`src/verilog/umr_pkg.sv`:
```
// Constants for the scratch, unlock and line test register bank
// Contract
// [RQ1] 16-bit read/write scratch with no side effects
// [RQ2] Scratch bytes split high/low, clear on resets
// [RQ3] Unpowered suspend locks all register writes
// [RQ4] Key AA37h written first re-enables writes
// [RQ5] Powered flag set means no lock
// [RQ6] Bit 7 forces high speed, no chirp
// [RQ7] Bit 4 forces full speed, no chirp
// [RQ8] Bit 3 toggles lines in pseudo-random pattern
// [RQ9] Bit 2 drives K, bit 1 drives J
// [RQ10] Bit 0 quiescent, NAK only high-speed IN
// [RQ11] Host sets at most one line-state bit
// [RQ12] Host sets at most one speed bit
// [RQ13] Active test mode persists until power cycle
// [RQ14] Bus reset clears line bits, keeps speed
package umr_pkg;
  localparam logic [7:0] ADDR_SCRATCH = 8'h78;
  localparam logic [7:0] ADDR_UNLOCK = 8'h7c;
  localparam logic [7:0] ADDR_TEST = 8'h84;
  localparam logic [15:0] UNLOCK_KEY_VALUE = 16'haa37;
  localparam logic [15:0] SCRATCH_RESET = 16'h0000;
  localparam logic [7:0] TEST_RESET = 8'h00;
  localparam int BIT_FORCE_HS = 7;
  localparam int BIT_FORCE_FS = 4;
  localparam int BIT_PATTERN = 3;
  localparam int BIT_DRIVE_K = 2;
  localparam int BIT_DRIVE_J = 1;
  localparam int BIT_QUIET_NAK = 0;
  localparam logic [7:0] TEST_WRITE_MASK = 8'h9f;
  localparam logic [7:0] TEST_BUSRST_KEEP = 8'h90;
  localparam logic [15:0] LFSR_SEED = 16'hace1;
endpackage

```
`src/verilog/umr_pattern_gen.sv`:
```
// Pseudo-random line pattern generator for the data line test
`timescale 1ns/1ns
module umr_pattern_gen #(
  parameter int WIDTH = 16
) (
  input wire logic i_ref_clk,
  input wire logic i_sys_rst,
  input wire logic i_run,
  output logic o_bit
);
  logic [WIDTH-1:0] lfsr;
  logic [WIDTH-1:0] next_lfsr;

  always_comb
  begin
    next_lfsr = lfsr;
    if (i_run)
    begin
      next_lfsr = {lfsr[WIDTH-2:0], lfsr[WIDTH-1] ^ lfsr[WIDTH-3] ^ lfsr[WIDTH-4] ^ lfsr[WIDTH-6]};
    end
  end

  always_ff @(posedge i_ref_clk)
  begin
    if (i_sys_rst)
    begin
      lfsr <= umr_pkg::LFSR_SEED[WIDTH-1:0];
    end
    else
    begin
      lfsr <= next_lfsr;
    end
  end

  assign o_bit = lfsr[WIDTH-1];
endmodule

```
`src/verilog/umr_regs.sv`:
```
// Scratch, write unlock and line test control registers
`timescale 1ns/1ns
module umr_regs (
  input wire logic i_ref_clk,
  input wire logic i_sys_rst,
  input wire logic i_bus_rst,
  input wire logic i_suspend,
  input wire logic i_processor_powered_flag,
  input wire logic [7:0] i_addr,
  input wire logic [15:0] i_wdata,
  input wire logic i_host_write_strobe,
  input wire logic i_host_read_strobe,
  output logic [15:0] o_rdata,
  output logic o_write_locked,
  output logic o_force_high_speed,
  output logic o_force_full_speed,
  output logic o_chirp_disable,
  output logic o_line_drive_en,
  output logic o_line_dp,
  output logic o_line_dm,
  output logic o_quiescent_nak_enable
);
  // ----------------------------------------------------------------
  // State
  // ----------------------------------------------------------------
  logic [7:0] scratch_high_byte;
  logic [7:0] scratch_low_byte;
  logic [7:0] test_reg;
  logic [7:0] test_sticky;
  logic locked;
  logic suspend_d;
  logic [7:0] next_scratch_high_byte;
  logic [7:0] next_scratch_low_byte;
  logic [7:0] next_test_reg;
  logic [7:0] next_test_sticky;
  logic next_locked;
  logic [15:0] next_rdata;
  logic write_ok;
  logic pat_bit;
  logic next_drive_en;
  logic next_dp;
  logic next_dm;
  logic next_write_locked;
  logic next_force_high_speed;
  logic next_force_full_speed;
  logic next_chirp_disable;
  logic next_quiescent_nak;

  function automatic logic hit(input logic [7:0] a, input logic [7:0] off);
    hit = (a == off);
  endfunction

  umr_pattern_gen #(
    .WIDTH(16)
  ) u_pat (
    .i_ref_clk(i_ref_clk),
    .i_sys_rst(i_sys_rst),
    .i_run(test_sticky[umr_pkg::BIT_PATTERN]),
    .o_bit(pat_bit)
  );

  // ----------------------------------------------------------------
  // Write path and lock
  // ----------------------------------------------------------------
  // Locked writes are ignored except the correct key
  assign write_ok = i_host_write_strobe && !locked; // [RQ3]

  always_comb
  begin
    next_scratch_high_byte = scratch_high_byte;
    next_scratch_low_byte = scratch_low_byte;
    next_test_reg = test_reg;
    next_test_sticky = test_sticky;
    next_locked = locked;
    if (i_suspend && !suspend_d && !i_processor_powered_flag)
    begin
      next_locked = 1'b1; // [RQ3] [RQ5]
    end
    if (locked && i_host_write_strobe && hit(i_addr, umr_pkg::ADDR_UNLOCK)
        && i_wdata == umr_pkg::UNLOCK_KEY_VALUE)
    begin
      next_locked = 1'b0; // [RQ4]
    end
    if (write_ok && hit(i_addr, umr_pkg::ADDR_SCRATCH))
    begin
      next_scratch_high_byte = i_wdata[15:8]; // [RQ1] [RQ2]
      next_scratch_low_byte = i_wdata[7:0];
    end
    if (write_ok && hit(i_addr, umr_pkg::ADDR_TEST))
    begin
      next_test_reg = i_wdata[7:0] & umr_pkg::TEST_WRITE_MASK;
    end
    if (i_bus_rst)
    begin
      next_scratch_high_byte = 8'h00; // [RQ2]
      next_scratch_low_byte = 8'h00;
      next_test_reg = next_test_reg & umr_pkg::TEST_BUSRST_KEEP; // [RQ14]
    end
    // Modes latch until chip reset, which stands for the power cycle
    next_test_sticky = test_sticky | test_reg; // [RQ13]
  end

  always_ff @(posedge i_ref_clk)
  begin
    if (i_sys_rst)
    begin
      scratch_high_byte <= umr_pkg::SCRATCH_RESET[15:8];
      scratch_low_byte <= umr_pkg::SCRATCH_RESET[7:0];
      test_reg <= umr_pkg::TEST_RESET;
      test_sticky <= umr_pkg::TEST_RESET;
      locked <= 1'b0;
      suspend_d <= 1'b0;
    end
    else
    begin
      scratch_high_byte <= next_scratch_high_byte;
      scratch_low_byte <= next_scratch_low_byte;
      test_reg <= next_test_reg;
      test_sticky <= next_test_sticky;
      locked <= next_locked;
      suspend_d <= i_suspend;
    end
  end

  // ----------------------------------------------------------------
  // Read path
  // ----------------------------------------------------------------
  // Read data holds until the next read strobe
  always_comb
  begin
    next_rdata = o_rdata;
    if (i_host_read_strobe)
    begin
      if (hit(i_addr, umr_pkg::ADDR_SCRATCH))
      begin
        next_rdata = {scratch_high_byte, scratch_low_byte};
      end
      else if (hit(i_addr, umr_pkg::ADDR_TEST))
      begin
        next_rdata = {8'h00, test_reg};
      end
      else
      begin
        next_rdata = 16'h0000;
      end
    end
  end

  always_ff @(posedge i_ref_clk)
  begin
    if (i_sys_rst)
    begin
      o_rdata <= 16'h0000;
    end
    else
    begin
      o_rdata <= next_rdata;
    end
  end

  // ----------------------------------------------------------------
  // Mode and lock status
  // ----------------------------------------------------------------
  always_comb
  begin
    next_write_locked = next_locked;
    next_force_high_speed = next_test_sticky[umr_pkg::BIT_FORCE_HS]; // [RQ6]
    next_force_full_speed = next_test_sticky[umr_pkg::BIT_FORCE_FS]; // [RQ7]
    next_chirp_disable = next_test_sticky[umr_pkg::BIT_FORCE_HS]
                         | next_test_sticky[umr_pkg::BIT_FORCE_FS]; // [RQ6] [RQ7]
    // Kept in step with the quiescent line state, a cycle behind the latch
    next_quiescent_nak = test_sticky[umr_pkg::BIT_QUIET_NAK]; // [RQ10]
  end

  always_ff @(posedge i_ref_clk)
  begin
    if (i_sys_rst)
    begin
      o_write_locked <= 1'b0;
      o_force_high_speed <= 1'b0;
      o_force_full_speed <= 1'b0;
      o_chirp_disable <= 1'b0;
      o_quiescent_nak_enable <= 1'b0;
    end
    else
    begin
      o_write_locked <= next_write_locked;
      o_force_high_speed <= next_force_high_speed;
      o_force_full_speed <= next_force_full_speed;
      o_chirp_disable <= next_chirp_disable;
      o_quiescent_nak_enable <= next_quiescent_nak;
    end
  end

  // ----------------------------------------------------------------
  // Line drive
  // ----------------------------------------------------------------
  always_comb
  begin
    next_drive_en = 1'b0;
    next_dp = 1'b0;
    next_dm = 1'b0;
    if (test_sticky[umr_pkg::BIT_PATTERN])
    begin
      next_drive_en = 1'b1; // [RQ8]
      next_dp = pat_bit;
      next_dm = !pat_bit;
    end
    else if (test_sticky[umr_pkg::BIT_DRIVE_K])
    begin
      next_drive_en = 1'b1; // [RQ9]
      next_dm = 1'b1;
    end
    else if (test_sticky[umr_pkg::BIT_DRIVE_J])
    begin
      next_drive_en = 1'b1; // [RQ9]
      next_dp = 1'b1;
    end
    else if (test_sticky[umr_pkg::BIT_QUIET_NAK])
    begin
      next_drive_en = 1'b1; // [RQ10]
    end
  end

  always_ff @(posedge i_ref_clk)
  begin
    if (i_sys_rst)
    begin
      o_line_drive_en <= 1'b0;
      o_line_dp <= 1'b0;
      o_line_dm <= 1'b0;
    end
    else
    begin
      o_line_drive_en <= next_drive_en;
      o_line_dp <= next_dp;
      o_line_dm <= next_dm;
    end
  end

  // ----------------------------------------------------------------
  // Checks
  // ----------------------------------------------------------------
  a_lock_on_susp: assert property (@(posedge i_ref_clk) disable iff (i_sys_rst) // [RQ3]
    (i_suspend && !suspend_d && !i_processor_powered_flag && !(i_host_write_strobe
    && hit(i_addr, umr_pkg::ADDR_UNLOCK))) |=> o_write_locked)
    else $error("suspend did not lock writes");
  a_no_lock_powered: assert property (@(posedge i_ref_clk) disable iff (i_sys_rst) // [RQ5]
    (!locked && !(i_suspend && !suspend_d && !i_processor_powered_flag)) |=> !locked)
    else $error("lock without unpowered suspend");
  a_key_unlocks: assert property (@(posedge i_ref_clk) disable iff (i_sys_rst) // [RQ4]
    (locked && i_host_write_strobe && hit(i_addr, umr_pkg::ADDR_UNLOCK)
    && i_wdata == umr_pkg::UNLOCK_KEY_VALUE) |=> !locked)
    else $error("key did not unlock");
  a_locked_ignore: assert property (@(posedge i_ref_clk) disable iff (i_sys_rst) // [RQ3]
    (locked && !i_bus_rst) |=> $stable({scratch_high_byte, scratch_low_byte}))
    else $error("write taken while locked");
  a_scratch_write: assert property (@(posedge i_ref_clk) disable iff (i_sys_rst) // [RQ1]
    (write_ok && hit(i_addr, umr_pkg::ADDR_SCRATCH) && !i_bus_rst)
    |=> {scratch_high_byte, scratch_low_byte} == $past(i_wdata))
    else $error("scratch write lost");
  a_busrst_clear: assert property (@(posedge i_ref_clk) disable iff (i_sys_rst) // [RQ2]
    i_bus_rst |=> (scratch_high_byte == 8'h00 && scratch_low_byte == 8'h00))
    else $error("scratch not cleared");
  a_busrst_speed: assert property (@(posedge i_ref_clk) disable iff (i_sys_rst) // [RQ14]
    (i_bus_rst && !(write_ok && hit(i_addr, umr_pkg::ADDR_TEST)))
    |=> (test_reg[3:0] == 4'h0 && test_reg[7] == $past(test_reg[7])
    && test_reg[4] == $past(test_reg[4])))
    else $error("bus reset test bits wrong");
  a_mode_sticks: assert property (@(posedge i_ref_clk) disable iff (i_sys_rst) // [RQ13]
    o_force_high_speed |=> o_force_high_speed [*8])
    else $error("test mode dropped");
  a_hs_chirp: assert property (@(posedge i_ref_clk) disable iff (i_sys_rst) // [RQ6]
    test_reg[umr_pkg::BIT_FORCE_HS] |=> (o_force_high_speed && o_chirp_disable))
    else $error("high speed force missing");
  a_fs_chirp: assert property (@(posedge i_ref_clk) disable iff (i_sys_rst) // [RQ7]
    test_reg[umr_pkg::BIT_FORCE_FS] |=> (o_force_full_speed && o_chirp_disable))
    else $error("full speed force missing");
  a_k_state: assert property (@(posedge i_ref_clk) disable iff (i_sys_rst) // [RQ9]
    (test_sticky[2:1] == 2'b10 && test_sticky[3] == 1'b0)
    |=> (o_line_drive_en && !o_line_dp && o_line_dm))
    else $error("K state wrong");
  a_pattern_lines: assert property (@(posedge i_ref_clk) disable iff (i_sys_rst) // [RQ8]
    test_sticky[umr_pkg::BIT_PATTERN] |=> (o_line_drive_en && o_line_dp != o_line_dm))
    else $error("pattern not driven");
  a_quiet_nak: assert property (@(posedge i_ref_clk) disable iff (i_sys_rst) // [RQ10]
    test_sticky[umr_pkg::BIT_QUIET_NAK] |=> o_quiescent_nak_enable)
    else $error("quiescent nak missing");
  a_chip_rst_clear: assert property (@(posedge i_ref_clk) // [RQ2]
    i_sys_rst |=> (scratch_high_byte == 8'h00 && scratch_low_byte == 8'h00
    && test_reg == 8'h00 && !o_write_locked))
    else $error("chip reset left state");
  a_read_scratch: assert property (@(posedge i_ref_clk) disable iff (i_sys_rst) // [RQ1]
    (i_host_read_strobe && hit(i_addr, umr_pkg::ADDR_SCRATCH))
    |=> o_rdata == $past({scratch_high_byte, scratch_low_byte}))
    else $error("scratch read wrong");
  a_read_hold: assert property (@(posedge i_ref_clk) disable iff (i_sys_rst) // [RQ1]
    !i_host_read_strobe |=> $stable(o_rdata))
    else $error("read data changed without read");
  a_test_write: assert property (@(posedge i_ref_clk) disable iff (i_sys_rst) // [RQ6]
    (write_ok && hit(i_addr, umr_pkg::ADDR_TEST) && !i_bus_rst)
    |=> test_reg == ($past(i_wdata[7:0]) & umr_pkg::TEST_WRITE_MASK))
    else $error("test register write wrong");
  a_lock_holds: assert property (@(posedge i_ref_clk) disable iff (i_sys_rst) // [RQ4]
    (locked && !(i_host_write_strobe && hit(i_addr, umr_pkg::ADDR_UNLOCK)
    && i_wdata == umr_pkg::UNLOCK_KEY_VALUE)) |=> locked)
    else $error("lock released without key");
  a_j_state: assert property (@(posedge i_ref_clk) disable iff (i_sys_rst) // [RQ9]
    (test_sticky[3:1] == 3'b001) |=> (o_line_drive_en && o_line_dp && !o_line_dm))
    else $error("J state wrong");
  a_quiet_lines: assert property (@(posedge i_ref_clk) disable iff (i_sys_rst) // [RQ10]
    (test_sticky[3:0] == 4'b0001) |=> (o_line_drive_en && !o_line_dp && !o_line_dm))
    else $error("quiescent lines wrong");
  a_idle_lines: assert property (@(posedge i_ref_clk) disable iff (i_sys_rst) // [RQ8]
    (test_sticky[3:0] == 4'h0) |=> !o_line_drive_en)
    else $error("lines driven without test mode");
  a_fs_sticks: assert property (@(posedge i_ref_clk) disable iff (i_sys_rst) // [RQ13]
    o_force_full_speed |=> o_force_full_speed)
    else $error("full speed mode dropped");
  a_line_sticks: assert property (@(posedge i_ref_clk) disable iff (i_sys_rst) // [RQ13]
    o_line_drive_en |=> o_line_drive_en)
    else $error("line test mode dropped");
endmodule

```
`config.mk`:
```
export PLATFORM = sky130hd
export DESIGN_NAME = umr_regs
export DESIGN_NICKNAME = d
export VERILOG_FILES = /design/src/verilog/umr_pkg.sv /design/src/verilog/umr_pattern_gen.sv /design/src/verilog/umr_regs.sv
export SDC_FILE = /design/constraint.sdc
export NUM_CORES = 1
export LEC_CHECK = 0
export ABC_AREA = 1
export BUFFER_PORTS_ARGS = -buffer_cell sky130_fd_sc_hd__clkbuf_2
export CAP_MARGIN = 20
export CORE_UTILIZATION = 45
export CTS_BUF_LIST = sky130_fd_sc_hd__clkbuf_4 sky130_fd_sc_hd__clkbuf_8 sky130_fd_sc_hd__clkbuf_16
export DETAILED_ROUTE_END_ITERATION = 16
export GPL_TIMING_DRIVEN = 0
export HOLD_SLACK_MARGIN = 0.12
export PLACE_DENSITY = 0.7
export SLEW_MARGIN = 0
export SYNTH_ARGS = -nofsm -noshare
export SYNTH_HDL_FRONTEND = slang
export SYNTH_HIERARCHICAL = 1
export SYNTH_SLANG_ARGS = --single-unit
```
`constraint.sdc`:
```
create_clock -name i_ref_clk -period 1.3 [get_ports i_ref_clk]
set_input_delay 0.13 -clock i_ref_clk [delete_from_list [all_inputs] [get_ports i_ref_clk]]
set_output_delay 0.13 -clock i_ref_clk [all_outputs]
set_load 0.05 [all_outputs]
```
==> impl_metrics.env <==
export IMPL_wl_met2_um=3220
export IMPL_core_um2=5990
export IMPL_areaGrowthSynthToFinish_pct=24.9
export IMPL_power_density_nw_per_um2=1170
export IMPL_dp_hpwl_um=4660
export IMPL_grt_setup_unrepaired="no"
export IMPL_die_h_um=81.4
export IMPL_multi_input_area_um2=1160
export IMPL_path_max_fanout=10
export IMPL_ir_worst_vdd_mv=0.789
export IMPL_start_kind="flop"
export IMPL_cts_root_buf="clkbuf_8"
export IMPL_top_regs="o_rdata: 16 flops, u_pat/lfsr: 16 flops"
export IMPL_crit_path_frequent_cell="nor2_1"
export IMPL_nets=516
export IMPL_cts_path_max_buffers=2
export IMPL_start_util=0.473
export IMPL_dr_pass1_iters=4
export IMPL_slew_headroom=0.689
export IMPL_cts_made_buffers=9
export IMPL_hold_path_class="in2reg"
export IMPL_wl_per_cell_um=11.5
export IMPL_ios=55
export IMPL_synth_distinct_cells=25
export IMPL_setup_viol=0
export IMPL_synthCells=405
export IMPL_clk_latency_ns=0.34
export IMPL_portBuffers=54
export IMPL_top_layer_used="met4"
export IMPL_wirelength_um=6470
export IMPL_p_leak_nw=1.76
export IMPL_drv_slew=0
export IMPL_overflow=0
export IMPL_fillers=583
export IMPL_ant_nets=0
export IMPL_cpMaxStageDelayCell="dfxtp_2"
export IMPL_synth_seq_cells=67
export IMPL_max_freq_ghz=0.837
export IMPL_syn_num_nets=436
export IMPL_max_stage_delay_ns=0.35
export IMPL_route_detailed_drc=0
export IMPL_worst_setup_path_type="reg2reg"
export IMPL_grt_pass1_wl_um=10700
export IMPL_gp_congestion=0.807
export IMPL_finalCriticalPeriod_ns=1.20
export IMPL_drv_cap=0
export IMPL_worst_pin_slew_ns=0.467
export IMPL_grt_max_degree=12
export IMPL_synth_top_cell_area_share=0.473
export IMPL_num_vias=2699
export IMPL_hold_viol_final=0
export IMPL_final_cells=564
export IMPL_seq_area_um2=1340
export IMPL_clock_sinks=67
export IMPL_yosys_area_top_type="dfxtp_1"
export IMPL_wl_met3_um=291
export IMPL_ys_seq_area_frac=0.473
export IMPL_synth_area_um2=2840
export IMPL_drive_gt1_frac=0.188
export IMPL_required_ns=1.53
export IMPL_cp_cell_sequence="nor2_4 > nand3_4 > buf_2 > nor2_1 > nor2_1"
export IMPL_wl_met1_um=2900
export IMPL_total_power_mw=4.16
export IMPL_drt_iter0_markers=99
export IMPL_fin_crit_sh=0.919
export IMPL_synthTopCellsByArea="dfxtp_1 (47%), nand2_1 (12%), nor2_1 (11%), inv_1 (6.8%), nand3_1 (5.1%)"
export IMPL_rows=28
export IMPL_skew_ns=0.00768
export IMPL_cts_max_level=3
export IMPL_antenna_found_initial=0
export IMPL_yosys_warnings=6
export IMPL_synth_area_per_cell_um2=7.00
export IMPL_vias_per_cell=4.79
export IMPL_clk_pin_slew_worst_paths_ns=0.06
export IMPL_diodes=0
export IMPL_grt_usage=0.218
export IMPL_grt_pass1_vias=2425
export IMPL_worstPathArrival_ns=1.42
export IMPL_die_area_um2=6620
export IMPL_cts_tree="done"
export IMPL_outcome="complete, no violations"
export IMPL_dp_cells=534
export IMPL_worstSetupEndpointType="flop"
export IMPL_chipWidth_um=81.4
## layout make-up
cell class,count,area share
Timing Repair Buffer,69,0.119
Tap cell,75,0.0265
Clock buffer,10,0.0389
Buffer,20,0.0360
Sequential cell,67,0.379
Inverter,53,0.0576
Multi-Input combinational cell,265,0.328
Clock inverter,5,0.0152
## cell families (layout without fill, tap and decap cells)
| logic type | Yosys count | after routing | share of synthesized area |
|---|---|---|---|
| and+or+nand+nor | 216 | 216 | 0.322 |
| buffers and inverters | 73 | 157 | 0.117 |
| DFF | 67 | 67 | 0.473 |
| AOI/OAI and AO/OA | 49 | 49 | 0.0878 |
## critical path: cells and delay by family (launching register included)
family / cells / cell delay [ns]
AND/OR/NAND/NOR: 4 / 0.52
flip-flops: 1 / 0.35
buffers and inverters: 1 / 0.22
## synth_stat cells (all sizes together)
library cell  number
nand2             87
a31oi              1
clkbuf             5
inv               53
o211ai             1
nand3             30
nand3b             4
nor2              87
dfxtp             67
a21oi             22
nand4              6
nor3               2
buf               15
o21ai             25
## cells in the final DEF, fill, tap and decap left out, types with 2 or more instances in the layout
| cell type | count |
|---|---|
| a21oi_1 | 22 |
| buf_2 | 8 |
| buf_4 | 2 |
| buf_6 | 3 |
| clkbuf_1 | 4 |
| clkbuf_2 | 55 |
| clkbuf_8 | 10 |
| clkinv_2 | 3 |
| dfxtp_1 | 66 |
| dlygate4sd3_1 | 15 |
| inv_1 | 51 |
| nand2_1 | 87 |
| nand3_1 | 29 |
| nand3b_1 | 4 |
| nand4_1 | 6 |
| nor2_1 | 83 |
| nor2_2 | 2 |
| nor2_4 | 2 |
| nor3_1 | 2 |
| o21ai_0 | 23 |
| o21ai_1 | 2 |
## per-layer routing
metal	track usage	vias to the layer above
met5	0	-
met4	0.0696	0
met3	0.0607	8
met2	0.377	61
met1	0.259	1214
li1	-	1416
## per-stage QoR
stage / cell area (µm²) / worst slack (ns) / util / setup TNS, ns / hold slack (ns)
6_report: 3540 / 0.105 / 0.591 / 0 / 0.136
5_1_grt: 3540 / 0.00408 / 0.591 / 0 / 0.155
4_1_cts: 3540 / 0.0795 / 0.591 / 0 / 0.129
3_5_place_dp: 3200 / -0.0155 / 0.534 / -0.0155 / 0.358
3_3_place_gp: 3200 / 0.0194 / 0.534 / 0 / 0.350
2_1_floorplan: 2840 / 0.126 / - / 0 / 0.226
## what timing repair did
action | in CTS | in global routing
endpoints found under the hold margin | 18 | 0
hold buffers | 15 | 0
endpoints found under the setup margin | 0 | 4
buffers inserted | 0 | 0
gates resized for setup | 0 | 0
## power by group
group / switching [mW] / internal, mW / leakage, nW
Clock: 0.747 / 0.920 / 0.102
Combinational: 0.259 / 0.133 / 1.12
Sequential: 0.0152 / 2.08 / 0.544
Total: 1.02 / 3.13 / 1.76
## worst paths after layout
kind | from | end | slack (ns) | cells after the start
setup / recovery | o_write_locked | scratch_high_byte[3] | 0.10 | 5
hold / removal | i_wdata[12] | o_write_locked | 0.14 | 5
setup reg to reg | o_write_locked | scratch_high_byte[3] | 0.10 | 5
hold reg to reg | test_sticky[0] | o_quiescent_nak_enable | 0.44 | 2
(Power assumes the default switching activity.)
